--- config.mk ---
export PLATFORM = sky130hd
export DESIGN_NAME = mmcr_top
export DESIGN_NICKNAME = d
export VERILOG_FILES = /design/src/pkg/mmcr_pkg.sv /design/src/rtl/mmcr_ms_delay.sv /design/src/rtl/mmcr_top.sv
export VERILOG_INCLUDE_DIRS = /design/src /design/src/pkg
export SDC_FILE = /design/constraint.sdc
export NUM_CORES = 1
export LEC_CHECK = 0
export BUFFER_PORTS_ARGS = -buffer_cell sky130_fd_sc_hd__buf_2
export CAP_MARGIN = 20
export CORE_ASPECT_RATIO = 0.75
export CORE_MARGIN = 1
export CORE_UTILIZATION = 29
export DETAILED_ROUTE_END_ITERATION = 10
export RECOVER_POWER = 50
export SLEW_MARGIN = 15
export SYNTH_ARGS = -nofsm -noshare
export SYNTH_HDL_FRONTEND = slang
export SYNTH_SLANG_ARGS = --single-unit
--- constraint.sdc ---
create_clock -name clk -period 2.1 [get_ports clk]
set_input_delay 0.21 -clock clk [delete_from_list [all_inputs] [get_ports clk]]
set_output_delay 0.21 -clock clk [all_outputs]
set_load 0.01 [all_outputs]
--- src/pkg/mmcr_regs.svh ---
`ifndef MMCR_REGS_SVH
`define MMCR_REGS_SVH

// register offsets in external data space, byte wide
`define MMCR_OFS_CFG         16'hFF90
`define MMCR_OFS_PULLUP0     16'hFF91
`define MMCR_OFS_PULLUP1     16'hFF92
`define MMCR_OFS_PULLUP2     16'hFF93
`define MMCR_OFS_PULLUP3     16'hFF94
`define MMCR_OFS_INTDLY      16'hFF95

// configuration register fields
`define MMCR_CFG_SWITCH_BIT  0
`define MMCR_CFG_REV_LSB     1
`define MMCR_CFG_REV_MSB     4
`define MMCR_CFG_OVC_BIT     5
`define MMCR_CFG_XSEL_BIT    6
`define MMCR_CFG_RSV_BIT     7

// reset values
`define MMCR_RST_PULLUP      8'h00
`define MMCR_RST_INTDLY      4'h2

// memory map
`define MMCR_ROM_SIZE        16'h1800
`define MMCR_ROM_HI_BASE     16'h8000
`define MMCR_RAM_SIZE        16'h2000

// timing
`define MMCR_MS_TIME_NS      1000000
`define MMCR_CLK_PERIOD_NS   100

`endif

--- src/pkg/mmcr_pkg.sv ---
package mmcr_pkg;

    typedef enum logic [2:0] {
        MMCR_SEL_NONE,
        MMCR_SEL_CFG,
        MMCR_SEL_PULLUP0,
        MMCR_SEL_PULLUP1,
        MMCR_SEL_PULLUP2,
        MMCR_SEL_PULLUP3,
        MMCR_SEL_INTDLY
    } mmcr_reg_sel_t;

    typedef enum logic {
        MMCR_DLY_IDLE,
        MMCR_DLY_TIMING
    } mmcr_dly_state_t;

endpackage

--- src/rtl/mmcr_ms_delay.sv ---
`timescale 1ns/1ns
`include "mmcr_regs.svh"

// holds a level change back until it has stood through the programmed number of ms ticks, between delay-1 and delay ms
module mmcr_ms_delay #(
    parameter int DLY_W = 4
) (
    input  wire logic             clk,
    input  wire logic             rst_n,
    input  wire logic             func_reset,
    input  wire logic             ms_tick,
    input  wire logic [DLY_W-1:0] delay_ms,
    input  wire logic             level_in,
    output logic                  level_out
);

    mmcr_pkg::mmcr_dly_state_t state_r;
    mmcr_pkg::mmcr_dly_state_t state_nxt;
    logic [DLY_W-1:0]          cnt_r;
    logic [DLY_W-1:0]          cnt_nxt;
    logic                      held_r;
    logic                      held_nxt;
    wire                       differs = level_in != held_r;
    wire                       zero_dly = delay_ms == '0;
    wire                       expired = ms_tick && (cnt_r + 1'b1 >= delay_ms);

    // zero delay bypasses the hold so the change reaches the core at once
    assign level_out = zero_dly ? level_in : held_r;

    always_comb begin
        state_nxt = state_r;
        cnt_nxt   = cnt_r;
        held_nxt  = held_r;
        case (state_r)
            mmcr_pkg::MMCR_DLY_IDLE: begin
                cnt_nxt = '0;
                if (differs && zero_dly) begin
                    held_nxt = level_in;
                end else if (differs) begin
                    state_nxt = mmcr_pkg::MMCR_DLY_TIMING;
                end
            end
            mmcr_pkg::MMCR_DLY_TIMING: begin
                // a glitch that falls back restarts the wait
                if (!differs) begin
                    state_nxt = mmcr_pkg::MMCR_DLY_IDLE;
                end else if (zero_dly || expired) begin
                    held_nxt  = level_in;
                    state_nxt = mmcr_pkg::MMCR_DLY_IDLE;
                end else if (ms_tick) begin
                    cnt_nxt = cnt_r + 1'b1;
                end
            end
            default: begin
                state_nxt = mmcr_pkg::MMCR_DLY_IDLE;
            end
        endcase
    end

    always_ff @(posedge clk or negedge rst_n) begin
        if (!rst_n) begin
            state_r <= mmcr_pkg::MMCR_DLY_IDLE;
            cnt_r   <= '0;
            held_r  <= 1'b0;
        end else if (func_reset) begin
            state_r <= mmcr_pkg::MMCR_DLY_IDLE;
            cnt_r   <= '0;
            held_r  <= 1'b0;
        end else begin
            state_r <= state_nxt;
            cnt_r   <= cnt_nxt;
            held_r  <= held_nxt;
        end
    end

endmodule

--- src/rtl/mmcr_top.sv ---
`timescale 1ns/1ns
`include "mmcr_regs.svh"

module mmcr_top #(
    parameter logic [3:0] REVISION     = 4'h5,
    parameter int         PORT_W       = 8,
    parameter int         CYCLES_PER_MS = (`MMCR_MS_TIME_NS + `MMCR_CLK_PERIOD_NS - 1) / `MMCR_CLK_PERIOD_NS
) (
    input  wire logic              clk,
    input  wire logic              rst_n,
    input  wire logic              func_reset,
    input  wire logic [15:0]       code_addr,
    input  wire logic              code_wr,
    output logic                   code_rom_hit,
    output logic                   code_ram_hit,
    output logic [15:0]            code_mem_addr,
    output logic                   code_wr_blocked,
    input  wire logic [15:0]       external_data_space_addr,
    input  wire logic              external_data_space_wr,
    input  wire logic              external_data_space_rd,
    input  wire logic [7:0]        external_data_space_wdata,
    output logic [7:0]             external_data_space_rdata,
    output logic                   external_data_space_reg_hit,
    output logic                   external_data_space_ram_hit,
    output logic                   ram_we,
    output logic [15:0]            ram_addr,
    output logic                   boot_map_switch,
    output logic                   overcurrent_detect_enable,
    input  wire logic              port3_bit3_pin,
    input  wire logic [PORT_W-1:0] port2_in,
    output logic                   external_interrupt_one,
    output logic [PORT_W-1:0]      pullup_off_port0,
    output logic [PORT_W-1:0]      pullup_off_port1,
    output logic [PORT_W-1:0]      pullup_off_port2,
    output logic [PORT_W-1:0]      pullup_off_port3
);

    localparam int NPORT = 4;

    generate
        if (CYCLES_PER_MS < 1) begin : g_bad_ms
            $error("CYCLES_PER_MS must be at least one");
        end
        if (PORT_W < 1 || PORT_W > 8) begin : g_bad_port
            $error("PORT_W must lie between 1 and 8");
        end
    endgenerate

    // register state
    logic                  boot_map_switch_r;
    logic                  overcurrent_detect_enable_r;
    logic                  ext_irq1_source_select_r;
    logic                  cfg_rsv_r;
    logic [3:0]            interrupt_delay_config_r;
    logic [PORT_W-1:0]     gpio_pullup_port_r [NPORT];
    logic [7:0]            rdata_r;
    logic [7:0]            rdata_nxt;

    // address decode
    mmcr_pkg::mmcr_reg_sel_t reg_sel;

    wire sel_cfg    = external_data_space_addr == `MMCR_OFS_CFG;
    wire sel_pu0    = external_data_space_addr == `MMCR_OFS_PULLUP0;
    wire sel_pu1    = external_data_space_addr == `MMCR_OFS_PULLUP1;
    wire sel_pu2    = external_data_space_addr == `MMCR_OFS_PULLUP2;
    wire sel_pu3    = external_data_space_addr == `MMCR_OFS_PULLUP3;
    wire sel_intdly = external_data_space_addr == `MMCR_OFS_INTDLY;

    assign reg_sel = sel_cfg    ? mmcr_pkg::MMCR_SEL_CFG :
                     sel_pu0    ? mmcr_pkg::MMCR_SEL_PULLUP0 :
                     sel_pu1    ? mmcr_pkg::MMCR_SEL_PULLUP1 :
                     sel_pu2    ? mmcr_pkg::MMCR_SEL_PULLUP2 :
                     sel_pu3    ? mmcr_pkg::MMCR_SEL_PULLUP3 :
                     sel_intdly ? mmcr_pkg::MMCR_SEL_INTDLY :
                                  mmcr_pkg::MMCR_SEL_NONE;

    assign external_data_space_reg_hit = reg_sel != mmcr_pkg::MMCR_SEL_NONE;

    wire wr_cfg    = external_data_space_wr && reg_sel == mmcr_pkg::MMCR_SEL_CFG;
    wire wr_intdly = external_data_space_wr && reg_sel == mmcr_pkg::MMCR_SEL_INTDLY;

    wire [NPORT-1:0] wr_pullup;
    assign wr_pullup[0] = external_data_space_wr && reg_sel == mmcr_pkg::MMCR_SEL_PULLUP0;
    assign wr_pullup[1] = external_data_space_wr && reg_sel == mmcr_pkg::MMCR_SEL_PULLUP1;
    assign wr_pullup[2] = external_data_space_wr && reg_sel == mmcr_pkg::MMCR_SEL_PULLUP2;
    assign wr_pullup[3] = external_data_space_wr && reg_sel == mmcr_pkg::MMCR_SEL_PULLUP3;

    // memory map
    wire code_low_rom  = code_addr < `MMCR_ROM_SIZE;
    wire code_high_rom = code_addr >= `MMCR_ROM_HI_BASE &&
                         code_addr < (`MMCR_ROM_HI_BASE + `MMCR_ROM_SIZE);
    wire code_low_ram  = code_addr < `MMCR_RAM_SIZE;
    wire external_data_space_low_ram = external_data_space_addr < `MMCR_RAM_SIZE;

    // boot mode mirrors the ROM low so the reset vector lands in it
    assign code_rom_hit = code_high_rom || (!boot_map_switch_r && code_low_rom);
    assign code_ram_hit = boot_map_switch_r && code_low_ram;

    // both ROM images share one physical offset
    assign code_mem_addr = code_high_rom ? (code_addr - `MMCR_ROM_HI_BASE) : code_addr;

    // code space never accepts a write once RAM holds the program
    assign code_wr_blocked = code_wr && boot_map_switch_r;

    assign external_data_space_ram_hit = !boot_map_switch_r && external_data_space_low_ram && !external_data_space_reg_hit;
    assign ram_we        = external_data_space_ram_hit && external_data_space_wr;
    assign ram_addr      = code_ram_hit ? code_addr : external_data_space_addr;

    // configuration register
    always_ff @(posedge clk or negedge rst_n) begin
        if (!rst_n) begin
            boot_map_switch_r <= 1'b0;
        end else if (func_reset) begin
            boot_map_switch_r <= 1'b0;
        end else if (wr_cfg && external_data_space_wdata[`MMCR_CFG_SWITCH_BIT]) begin
            boot_map_switch_r <= 1'b1;
        end
    end

    always_ff @(posedge clk or negedge rst_n) begin
        if (!rst_n) begin
            overcurrent_detect_enable_r <= 1'b0;
            ext_irq1_source_select_r    <= 1'b0;
            cfg_rsv_r                   <= 1'b0;
        end else if (func_reset) begin
            overcurrent_detect_enable_r <= 1'b0;
            ext_irq1_source_select_r    <= 1'b0;
            cfg_rsv_r                   <= 1'b0;
        end else if (wr_cfg) begin
            overcurrent_detect_enable_r <= external_data_space_wdata[`MMCR_CFG_OVC_BIT];
            ext_irq1_source_select_r    <= external_data_space_wdata[`MMCR_CFG_XSEL_BIT];
            cfg_rsv_r                   <= external_data_space_wdata[`MMCR_CFG_RSV_BIT];
        end
    end

    // interrupt delay register
    always_ff @(posedge clk or negedge rst_n) begin
        if (!rst_n) begin
            interrupt_delay_config_r <= `MMCR_RST_INTDLY;
        end else if (func_reset) begin
            interrupt_delay_config_r <= `MMCR_RST_INTDLY;
        end else if (wr_intdly) begin
            interrupt_delay_config_r <= external_data_space_wdata[3:0];
        end
    end

    // pullup registers, one per port
    genvar gp;
    generate
        for (gp = 0; gp < NPORT; gp++) begin : g_pullup
            always_ff @(posedge clk or negedge rst_n) begin
                if (!rst_n) begin
                    gpio_pullup_port_r[gp] <= PORT_W'(`MMCR_RST_PULLUP);
                end else if (func_reset) begin
                    gpio_pullup_port_r[gp] <= PORT_W'(`MMCR_RST_PULLUP);
                end else if (wr_pullup[gp]) begin
                    gpio_pullup_port_r[gp] <= external_data_space_wdata[PORT_W-1:0];
                end
            end
        end
    endgenerate

    // a 1 in the register means the pin's pullup is off
    assign pullup_off_port0 = gpio_pullup_port_r[0];
    assign pullup_off_port1 = gpio_pullup_port_r[1];
    assign pullup_off_port2 = gpio_pullup_port_r[2];
    assign pullup_off_port3 = gpio_pullup_port_r[3];

    // read data
    wire [7:0] cfg_view = {cfg_rsv_r,
                           ext_irq1_source_select_r,
                           overcurrent_detect_enable_r,
                           REVISION,
                           boot_map_switch_r};

    always_comb begin
        rdata_nxt = 8'h00;
        case (reg_sel)
            mmcr_pkg::MMCR_SEL_CFG: begin
                rdata_nxt = cfg_view;
            end
            mmcr_pkg::MMCR_SEL_PULLUP0: begin
                rdata_nxt = 8'(gpio_pullup_port_r[0]);
            end
            mmcr_pkg::MMCR_SEL_PULLUP1: begin
                rdata_nxt = 8'(gpio_pullup_port_r[1]);
            end
            mmcr_pkg::MMCR_SEL_PULLUP2: begin
                rdata_nxt = 8'(gpio_pullup_port_r[2]);
            end
            mmcr_pkg::MMCR_SEL_PULLUP3: begin
                rdata_nxt = 8'(gpio_pullup_port_r[3]);
            end
            mmcr_pkg::MMCR_SEL_INTDLY: begin
                rdata_nxt = {4'h0, interrupt_delay_config_r};
            end
            default: begin
                rdata_nxt = 8'h00;
            end
        endcase
    end

    always_ff @(posedge clk or negedge rst_n) begin
        if (!rst_n) begin
            rdata_r <= 8'h00;
        end else if (external_data_space_rd) begin
            rdata_r <= rdata_nxt;
        end
    end

    assign external_data_space_rdata = rdata_r;

    // millisecond tick
    localparam int MS_W = $clog2(CYCLES_PER_MS + 1);

    logic [MS_W-1:0] ms_cnt_r;
    logic            ms_tick;

    assign ms_tick = ms_cnt_r == MS_W'(CYCLES_PER_MS - 1);

    always_ff @(posedge clk or negedge rst_n) begin
        if (!rst_n) begin
            ms_cnt_r <= '0;
        end else if (func_reset || ms_tick) begin
            ms_cnt_r <= '0;
        end else begin
            ms_cnt_r <= ms_cnt_r + 1'b1;
        end
    end

    // interrupt source routing
    // the first tick can fall anywhere inside the first ms, so the wait is
    // between delay-1 and delay ms; a free prescaler keeps the logic small
    wire port2_any = |port2_in;
    wire port2_held;

    mmcr_ms_delay #(
        .DLY_W (4)
    ) u_delay (
        .clk        (clk),
        .rst_n      (rst_n),
        .func_reset (func_reset),
        .ms_tick    (ms_tick),
        .delay_ms   (interrupt_delay_config_r),
        .level_in   (port2_any),
        .level_out  (port2_held)
    );

    // the pin path stays raw so it acts like the standard external interrupt
    assign external_interrupt_one = ext_irq1_source_select_r ? port2_held : port3_bit3_pin;

    assign boot_map_switch           = boot_map_switch_r;
    assign overcurrent_detect_enable = overcurrent_detect_enable_r;

endmodule

==> results of run 1 <==
[layer usage]
layer	track usage, %	up-vias	routed length (µm)
met5	0	-	0
met4	5.90	0	228
met3	3.48	15	701
met2	23.7	108	4950
met1	24.7	1702	5680
li1	-	1680	-
[final timing paths]
kind	from	end	slack, ps
max	u_delay.cnt_r[1]	u_delay.cnt_r[2]	-6
min	external_data_space_rd	external_data_space_rdata[4]	170
max reg2reg	u_delay.cnt_r[1]	u_delay.cnt_r[2]	-6
min reg2reg	ms_cnt_r[0]	ms_cnt_r[0]	480
max in group asynchronous	rst_n	ms_cnt_r[10]	350
min in group asynchronous	rst_n	external_data_space_rdata[2]	730
[final cells by class]
type                    instances  area (µm²)
clock inverters                 6         113
repair buffers                162         816
multi-input cells             280        2110
flip-flops and latches         68        1700
well taps                     171         214
fillers                      1339        8010
inverters                      12        45.0
clock buffers                  10         229
[state kept, by name, indices dropped and copies added (netlist names)]
signal and count:
boot_map_switch 1, pullup_off_port1 8, pullup_off_port2 8, ms_cnt_r 14, u_delay.state_r 1, u_delay.held_r 1
u_delay.cnt_r 4, pullup_off_port3 8, ext_irq1_source_select_r 1, pullup_off_port0 8, cfg_rsv_r 1, overcurrent_detect_enable 1
external_data_space_rdata 8, interrupt_delay_config_r 4
[power groups by stage]
| stage | clock network (mW) | logic, mW | registers [mW] |
|---|---|---|---|
| after detailed placement | 0 | 0.272 | 1.34 |
| after CTS | 1.77 | 0.275 | 1.32 |
| after floorplan | 0 | 0.140 | 1.34 |
| after global placement | 0 | 0.266 | 1.34 |
| final | 1.74 | 0.264 | 1.32 |
| after global routing | 1.83 | 0.290 | 1.32 |
[worst reg2reg max path: stages (launching register included)]
cell,delay (ps)
sky130_fd_sc_hd__dfrtp_1,430
sky130_fd_sc_hd__ha_4,190
sky130_fd_sc_hd__xor2_1,160
sky130_fd_sc_hd__ha_1,220
sky130_fd_sc_hd__a2111oi_4,360
sky130_fd_sc_hd__o21ai_2,130
sky130_fd_sc_hd__or4_4,430
sky130_fd_sc_hd__a21oi_2,120
[Yosys cell counts (2+ instances only)]
| cell type | count | share of area [%] |
|---|---|---|
| sky130_fd_sc_hd__o211ai_1 | 2 | 0.37 |
| sky130_fd_sc_hd__and2_1 | 3 | 0.47 |
| sky130_fd_sc_hd__nor2b_1 | 7 | 1.1 |
| sky130_fd_sc_hd__nand3_1 | 12 | 1.5 |
| sky130_fd_sc_hd__a222oi_1 | 2 | 0.50 |
| sky130_fd_sc_hd__nor2_1 | 60 | 5.6 |
| sky130_fd_sc_hd__and4bb_2 | 2 | 0.62 |
| sky130_fd_sc_hd__nor4_1 | 7 | 1.1 |
| sky130_fd_sc_hd__nor3_4 | 2 | 0.81 |
| sky130_fd_sc_hd__nand2b_1 | 5 | 0.78 |
| sky130_fd_sc_hd__xnor2_1 | 6 | 1.3 |
| sky130_fd_sc_hd__or4_1 | 2 | 0.37 |
| sky130_fd_sc_hd__nor4b_1 | 2 | 0.44 |
| sky130_fd_sc_hd__mux2i_1 | 40 | 10 |
| sky130_fd_sc_hd__nand4_1 | 2 | 0.31 |
| sky130_fd_sc_hd__inv_1 | 11 | 1.0 |
| sky130_fd_sc_hd__buf_4 | 15 | 2.8 |
| sky130_fd_sc_hd__and3_1 | 5 | 0.78 |
| sky130_fd_sc_hd__nor4_4 | 2 | 1.1 |
| sky130_fd_sc_hd__or3_1 | 2 | 0.31 |
| sky130_fd_sc_hd__buf_6 | 2 | 0.56 |
| sky130_fd_sc_hd__a221oi_1 | 4 | 0.87 |
| sky130_fd_sc_hd__and4_2 | 2 | 0.50 |
| sky130_fd_sc_hd__dfrtp_1 | 67 | 42 |
| sky130_fd_sc_hd__mux2_2 | 22 | 6.2 |
| sky130_fd_sc_hd__xor2_1 | 6 | 1.3 |
| sky130_fd_sc_hd__o21ai_0 | 8 | 1.0 |
| sky130_fd_sc_hd__clkbuf_8 | 2 | 0.69 |
| sky130_fd_sc_hd__a21oi_1 | 9 | 1.1 |
| sky130_fd_sc_hd__dlygate4sd1_1 | 2 | 0.44 |
| sky130_fd_sc_hd__clkbuf_1 | 7 | 0.66 |
| sky130_fd_sc_hd__nor3_1 | 5 | 0.62 |
| sky130_fd_sc_hd__nand2_1 | 22 | 2.1 |
| sky130_fd_sc_hd__a22oi_1 | 3 | 0.56 |
| sky130_fd_sc_hd__ha_1 | 6 | 1.9 |
| sky130_fd_sc_hd__o2bb2ai_1 | 5 | 1.1 |
[cell usage in the layout, fill, tap and decap left out, types with 7 or more instances in the layout]
master	instances
sky130_fd_sc_hd__a21oi_1	8
sky130_fd_sc_hd__buf_2	77
sky130_fd_sc_hd__buf_4	22
sky130_fd_sc_hd__clkbuf_1	60
sky130_fd_sc_hd__clkbuf_16	9
sky130_fd_sc_hd__dfrtp_1	66
sky130_fd_sc_hd__inv_1	11
sky130_fd_sc_hd__mux2_2	22
sky130_fd_sc_hd__mux2i_1	40
sky130_fd_sc_hd__nand2_1	22
sky130_fd_sc_hd__nand3_1	12
sky130_fd_sc_hd__nor2_1	59
sky130_fd_sc_hd__nor2b_1	7
sky130_fd_sc_hd__nor4_1	7
[kinds of logic after synthesis]
family	after synthesis	synth area share, %
buffers and inverters	41	6.40
DFF	68	42.5
AOI/OAI and AO/OA	45	8.28
muxes	63	16.7
and+or+nand+nor	154	21.6
adders and majority gates	6	1.87
xor gates and xnor gates	12	2.62
[what timing repair did]
action                                  CTS  global route
setup buffers                             2             1
hold endpoints to repair                 21             0
pin swaps                                 4            11
endpoints found under the setup margin    6             9
hold buffers                              1             0
gates cloned                              0             0
gates resized for setup                   8             9
==> impl_summary.txt, run 1 <==
----------------------------------------------------
[Die]
  Starting utilization of the core area ... 30.2%
  Standard-cell row count ... 36
  Core footprint ... 0.0132 mm²
  Top-Level Pins ... approximately 140
  Die Wd ... between 100 and 150 µm
  Die outline height ... about 100 µm
  Die outline area ... 0.0143 mm²

[Timing]
  Min Tclk post-route ... 2110 ps
  Total of endpoints with negative setup slack in the final report ... 1
  Relative max-transition margin ... under 10%
  Setup TNS after final layout ... -5.99 ps
  Setup repair after global routing missed its margin ... yes
  Total count of max-transition violations in the final report ... 0
  F_max ... 475 MHz
  Final worst path period share ... 100%
  Final Hold Violating Endpoints ... 0
  Clock Skew ... 6.13 ps
  Post-route setup slack ... -5.99 ps
  Worst slew pin tran ... 1390 ps
  Worst hold slack across all endpoints ... 175 ps

[Global routing]
  First-pass GRT wire length ... 18200 µm
  Tot GR Track Use ... 16.7%
  Largest net degree at the start of global routing ... 42
  Grt ovf ... 0
  Via count of the first global-routing pass ... 3360
  Initial antenna violation count ... 0

[Placement]
  Routability-driven placement congestion ratio ... 0.864
  Placed instance count ... 689
  Post-Place Worst Slack ... -140 ps
  Cell Area, Placed ... 0.00487 mm²
  Post-detailed-placement half-perimeter wirelength ... 8680 µm
  Port Buffers ... 135

[Final layout]
  Growth of design area from synthesis to finish ... 30.6%
  Fraction of layout cells with a size suffix above 1 ... 31.2%
  Core Util, Final ... ~40%
  Final instance area ... ~0.0052 mm²
  Non-filler instance count after layout ... approximately 700
  Number of nets in the final layout ... 594
  Number of antenna diodes ... 0

[Logic synthesis]
  Post-Synthesis Mean Instance Area ... 10.3 µm²
  Number of different library cells in the post-synthesis netlist ... 64
  Number of cells produced by synthesis ... slightly below 400
  Post-synthesis async set-or-reset flop share ... 100%
  Synth Register Bits ... 68
  YS warnings ... 0
  Number of flops mapped to enable cells by yosys ... 0
  Post-Syn Area ... around 0.004 mm²
  Sequential element share of the synthesized area ... 42.5%
  Post-synth net total ... 450
  Prevailing post-synth register cell ... sky130_fd_sc_hd__dfrtp_1

[Routing]
  Antenna violation net count after detailed routing ... 0
  Number of iterations in the first detailed-routing pass ... 5
  Routed Wire Length ... 11600 µm
  Via density ... 4.94
  DR vias ... 3505
  DR WL/cell ... between 15 and 20 µm
  Initial detailed-routing violation count ... 290
  Residual DRC count ... 0

[Worst setup path]
  Crit path cell chain ... ha_4 > xor2_1 > ha_1 > a2111oi_4 > o21ai_2 > or4_4 > a21oi_2
  Crit path largest cell delay ... 430 ps
  Worst Setup Start Kind ... flop
  Maximum fanout along the worst path ... 3
  Top delay family on crit path ... compound AO/OA/AOI/OAI gates
  WS Path Type ... reg -> reg
  Worst Path Arrival ... 2370 ps
  Worst Setup End Kind ... flop
  Path depth of the worst reg2reg path ... 7
  Buffers plus inverters on the worst setup path ... 0
  Worst-path cell with the longest stage delay ... sky130_fd_sc_hd__dfrtp_1
  Data required time at the worst endpoint ... approximately 2400 ps
  Critical path depth in cells ... 7

[Clock network]
  H-tree depth ... 3
  Cts bufs inserted ... 9
  Max Buffers Root-to-Sink ... 2
  Number of sinks driven by the clock tree ... 68
  TritonCTS clock tree ... done
  Root buf cell ... sky130_fd_sc_hd__clkbuf_16
  Clk pin slew, worst setup/hold paths ... 60 ps
  Clk_lat worst skew ... about 330 ps

[Power]
  Fraction of power spent switching nets ... roughly 23%
  Portion of total power attributed to combinational logic ... 7.9%
  P per Cell Area ... 636 mW/mm²
  Switching power ... 752 µW
  Peak ir drop on the vdd network ... 0.000472 V
  Total design power ... around 3.3 mW
  Leakage component of the power ... 2.36 nW
  Part of the total power dissipated in the clock network ... 52.4%
  Fraction of power consumed by sequential logic ... about two fifths
  Cell Int Power ... 2.58 mW

[Min path]
  Hold Path Class ... in -> reg
  Number of stages on the worst hold path ... 3

[Run status]
  Violated checks ... negative setup slack
  Outcome ... finished with violations

[Job]
  Count of max-cap constraint violations ... 0

----------------------------------------------------
No activity file was read; power rests on OpenSTA's default activity.
==> run 2, diff against run 1 <==
Settings changed: SETUP_SLACK_MARGIN from default to 0.3.
==> run 2 against run 1 <==
  * The run still ends with negative setup slack left
  * Global-route usage up 0.42 points
  * Sequential power barely moved
  * Power shrank 10%
  * Sequential share of layout area down 0.92 points
  * Maximum frequency is essentially flat
  * Setup slack worse by 2.0 ps
  * Critical path depth down 2
  * Worst hold slack better by 8.4 ps
  * Largest power group unchanged
  * Highest routed layer unchanged
==> impl_summary.txt, run 2 (same netlist as run 1, synthesis figures left out) <==
----------------------------------------------------
[Global routing]
  Initial antenna violation count ... 0 (unchanged)
  Via count of the first global-routing pass ... 3431 (was 3360)
  Grt ovf ... 0 (unchanged)
  Tot GR Track Use ... 17.1% (was 16.7%)
  First-pass GRT wire length ... 18500 µm (was 18200 µm)
  Largest net degree at the start of global routing ... 31 (was 42)

[Clock network]
  H-tree depth ... 3 (unchanged)
  Cts bufs inserted ... 9 (unchanged)
  Root buf cell ... sky130_fd_sc_hd__clkbuf_16 (unchanged)
  Max Buffers Root-to-Sink ... 2 (unchanged)
  Clk pin slew, worst setup/hold paths ... 60 ps (about the same)
  Clk_lat worst skew ... 340 ps (was 330 ps)
  TritonCTS clock tree ... done (unchanged)
  Number of sinks driven by the clock tree ... 68 (unchanged)

[Timing]
  Worst slew pin tran ... 1120 ps (was 1390 ps)
  Final Hold Violating Endpoints ... 0 (unchanged)
  Setup repair after global routing missed its margin ... yes (unchanged)
  Final worst path period share ... 100% (about the same)
  Worst hold slack across all endpoints ... 183 ps (was 175 ps)
  F_max ... 474 MHz (was 475 MHz)
  Total count of max-transition violations in the final report ... 0 (unchanged)
  Relative max-transition margin ... 25.6% (was 7.09%)
  Post-route setup slack ... -8.03 ps (was -5.99 ps)
  Total of endpoints with negative setup slack in the final report ... 3 (was 1)
  Min Tclk post-route ... 2110 ps (about the same)
  Clock Skew ... 8.93 ps (was 6.13 ps)

[Final layout]
  Core Util, Final ... 40.7% (was 39.5%)
  Number of nets in the final layout ... 600 (was 594)
  Most common cell after layout, fill and taps aside ... sky130_fd_sc_hd__dfrtp_1 (was sky130_fd_sc_hd__buf_2)
  Growth of design area from synthesis to finish ... 34.4% (was 30.6%)
  Fraction of layout cells with a size suffix above 1 ... 32.0% (was 31.2%)
  Number of antenna diodes ... 0 (unchanged)
  Max FFs per register ... 14 (unchanged)
  Largest register by flop count ... ms_cnt_r (unchanged)
  Highest-count cells in the layout ignoring fill and taps ... 66 x sky130_fd_sc_hd__dfrtp_1, 62 x sky130_fd_sc_hd__buf_2, 61 x sky130_fd_sc_hd__clkbuf_1 (was 77 x sky130_fd_sc_hd__buf_2, 66 x sky130_fd_sc_hd__dfrtp_1, 60 x sky130_fd_sc_hd__clkbuf_1)

[Power]
  Switching power ... 753 µW (was 752 µW)
  Leakage component of the power ... 2.44 nW (was 2.36 nW)
  Peak ir drop on the vdd network ... 0.000359 V (was 0.000472 V)
  Fraction of power consumed by sequential logic ... 44.2% (was 39.7%)
  Part of the total power dissipated in the clock network ... 45.8% (was 52.4%)
  Cell Int Power ... 2.24 mW (was 2.58 mW)
  Portion of total power attributed to combinational logic ... 10.0% (was 7.9%)
  P per Cell Area ... 555 mW/mm² (was 636 mW/mm²)
  Fraction of power spent switching nets ... 25.2% (was 22.6%)
  Total design power ... 2.99 mW (was 3.33 mW)

[Routing]
  DR vias ... 3609 (was 3505)
  Routed Wire Length ... 12100 µm (was 11600 µm)
  Residual DRC count ... 0 (unchanged)
  Number of iterations in the first detailed-routing pass ... 4 (was 5)
  Initial detailed-routing violation count ... 178 (was 290)
  Via density ... 5.05 (was 4.94)
  DR WL/cell ... 17.0 µm (was 16.3 µm)
  Antenna violation net count after detailed routing ... 0 (unchanged)

[Min path]
  Worst min-delay path startpoint ... external_data_space_rd (unchanged)
  Hold Path Class ... in -> reg (unchanged)
  Hold-critical path endpoint ... external_data_space_rdata[4] (unchanged)
  Number of stages on the worst hold path ... 3 (unchanged)

[Die]
  Die Wd ... 138 µm (unchanged)
  Standard-cell row count ... 36 (unchanged)
  Core footprint ... 0.0132 mm² (unchanged)
  Starting utilization of the core area ... 30.2% (unchanged)
  Die outline area ... 0.0143 mm² (unchanged)
  Top-Level Pins ... 136 (unchanged)
  Die outline height ... 104 µm (unchanged)

[Placement]
  Post-Place Worst Slack ... -27.4 ps (was -140 ps)
  Post-detailed-placement half-perimeter wirelength ... 8650 µm (was 8680 µm)
  Port Buffers ... 135 (unchanged)
  Routability-driven placement congestion ratio ... 0.840 (was 0.864)

[Worst setup path]
  WS Path Type ... reg -> out (was reg -> reg)
  Maximum fanout along the worst path ... 3 (unchanged)
  Worst Setup Start Kind ... flop (unchanged)
  Start of the worst register-to-register path ... u_delay.cnt_r[0] (was u_delay.cnt_r[1])
  Crit path largest cell delay ... 540 ps (was 430 ps)
  Worst Setup End Kind ... output port (was flop)
  Path depth of the worst reg2reg path ... 6 (was 7)
  Worst-path cell with the longest stage delay ... sky130_fd_sc_hd__or4_4 (was sky130_fd_sc_hd__dfrtp_1)
  Data required time at the worst endpoint ... 1890 ps (was 2360 ps)
  Worst Path Arrival ... 1900 ps (was 2370 ps)
  R2R Path End ... u_delay.cnt_r[3] (was u_delay.cnt_r[2])
  Crit path cell chain ... buf_6 > or4_4 > o211ai_1 > o21ai_1 > buf_2 (was ha_4 > xor2_1 > ha_1 > a2111oi_4 > o21ai_2 > or4_4 > a21oi_2)
  FF-to-FF setup slack ... -8 ps (was -6 ps)

[Run status]
  Violated checks ... negative setup slack (unchanged)
  Outcome ... finished with violations (unchanged)

[Job]
  Count of max-cap constraint violations ... 0 (unchanged)

----------------------------------------------------
## run 2: how the worst max path moves through the flow
stage | from | endpoint | slack, ps
floorplan | u_delay.cnt_r[0] | u_delay.cnt_r[2] | 130
global route | interrupt_delay_config_r[0] | external_interrupt_one | -110
detailed placement | u_delay.cnt_r[0] | u_delay.cnt_r[2] | -30
global placement | u_delay.cnt_r[0] | u_delay.cnt_r[3] | 30
finish | interrupt_delay_config_r[0] | external_interrupt_one | -8
CTS | u_delay.cnt_r[0] | u_delay.cnt_r[2] | 2
## run 2: repair_timing
action	CTS	global route
hold buffers	1	0
setup endpoints to repair	17	30
pin swaps	9	8
setup buffers	9	3
hold endpoints to repair	27	0
cloned	1	0
gates resized for setup	29	16
## run 2: routing by layer
metal	track usage [%]	part of all wire (%)
met1	25.1	48
met2	24.5	44
met3	4.65	6.5
met4	4.35	1.3
met5	0	0
## run 2: layout make-up
class,instances,area (µm²)
Fill cell,1335,7860
Clock inverter,6,41.3
Timing Repair Buffer,168,950
Sequential cell,68,1700
Clock buffer,10,229
Multi-Input combinational cell,280,2200
Tap cell,171,214
Inverter,12,45.0
## run 2: worst max-delay path, delay by kind of cell (launching register included)
| kind | cells | cell delay [ps] |
|---|---|---|
| AOI/OAI and AO/OA | 2 | 360 |
| and+or+nand+nor | 1 | 540 |
| DFF | 1 | 390 |
| buffers and inverters | 2 | 270 |
## run 2: power groups by stage
| stage | Clock (mW) | Sequential [mW] | Combinational, mW |
|---|---|---|---|
| 3_5_place_dp | 0 | 1.34 | 0.274 |
| 6_report | 1.37 | 1.32 | 0.298 |
| 2_1_floorplan | 0 | 1.34 | 0.140 |
| 5_1_grt | 1.48 | 1.32 | 0.323 |
| 3_3_place_gp | 0 | 1.34 | 0.270 |
| 4_1_cts | 1.41 | 1.32 | 0.297 |
## run 2: through the flow
step                      std cells  cell area, µm²  setup TNS (ps)
after CTS                       712            5380               0
after global routing            715            5380            -348
after floorplan                 389            4070               0
after detailed placement        685            4900           -43.0
final                           715            5380           -13.4
after global placement          685            4900               0
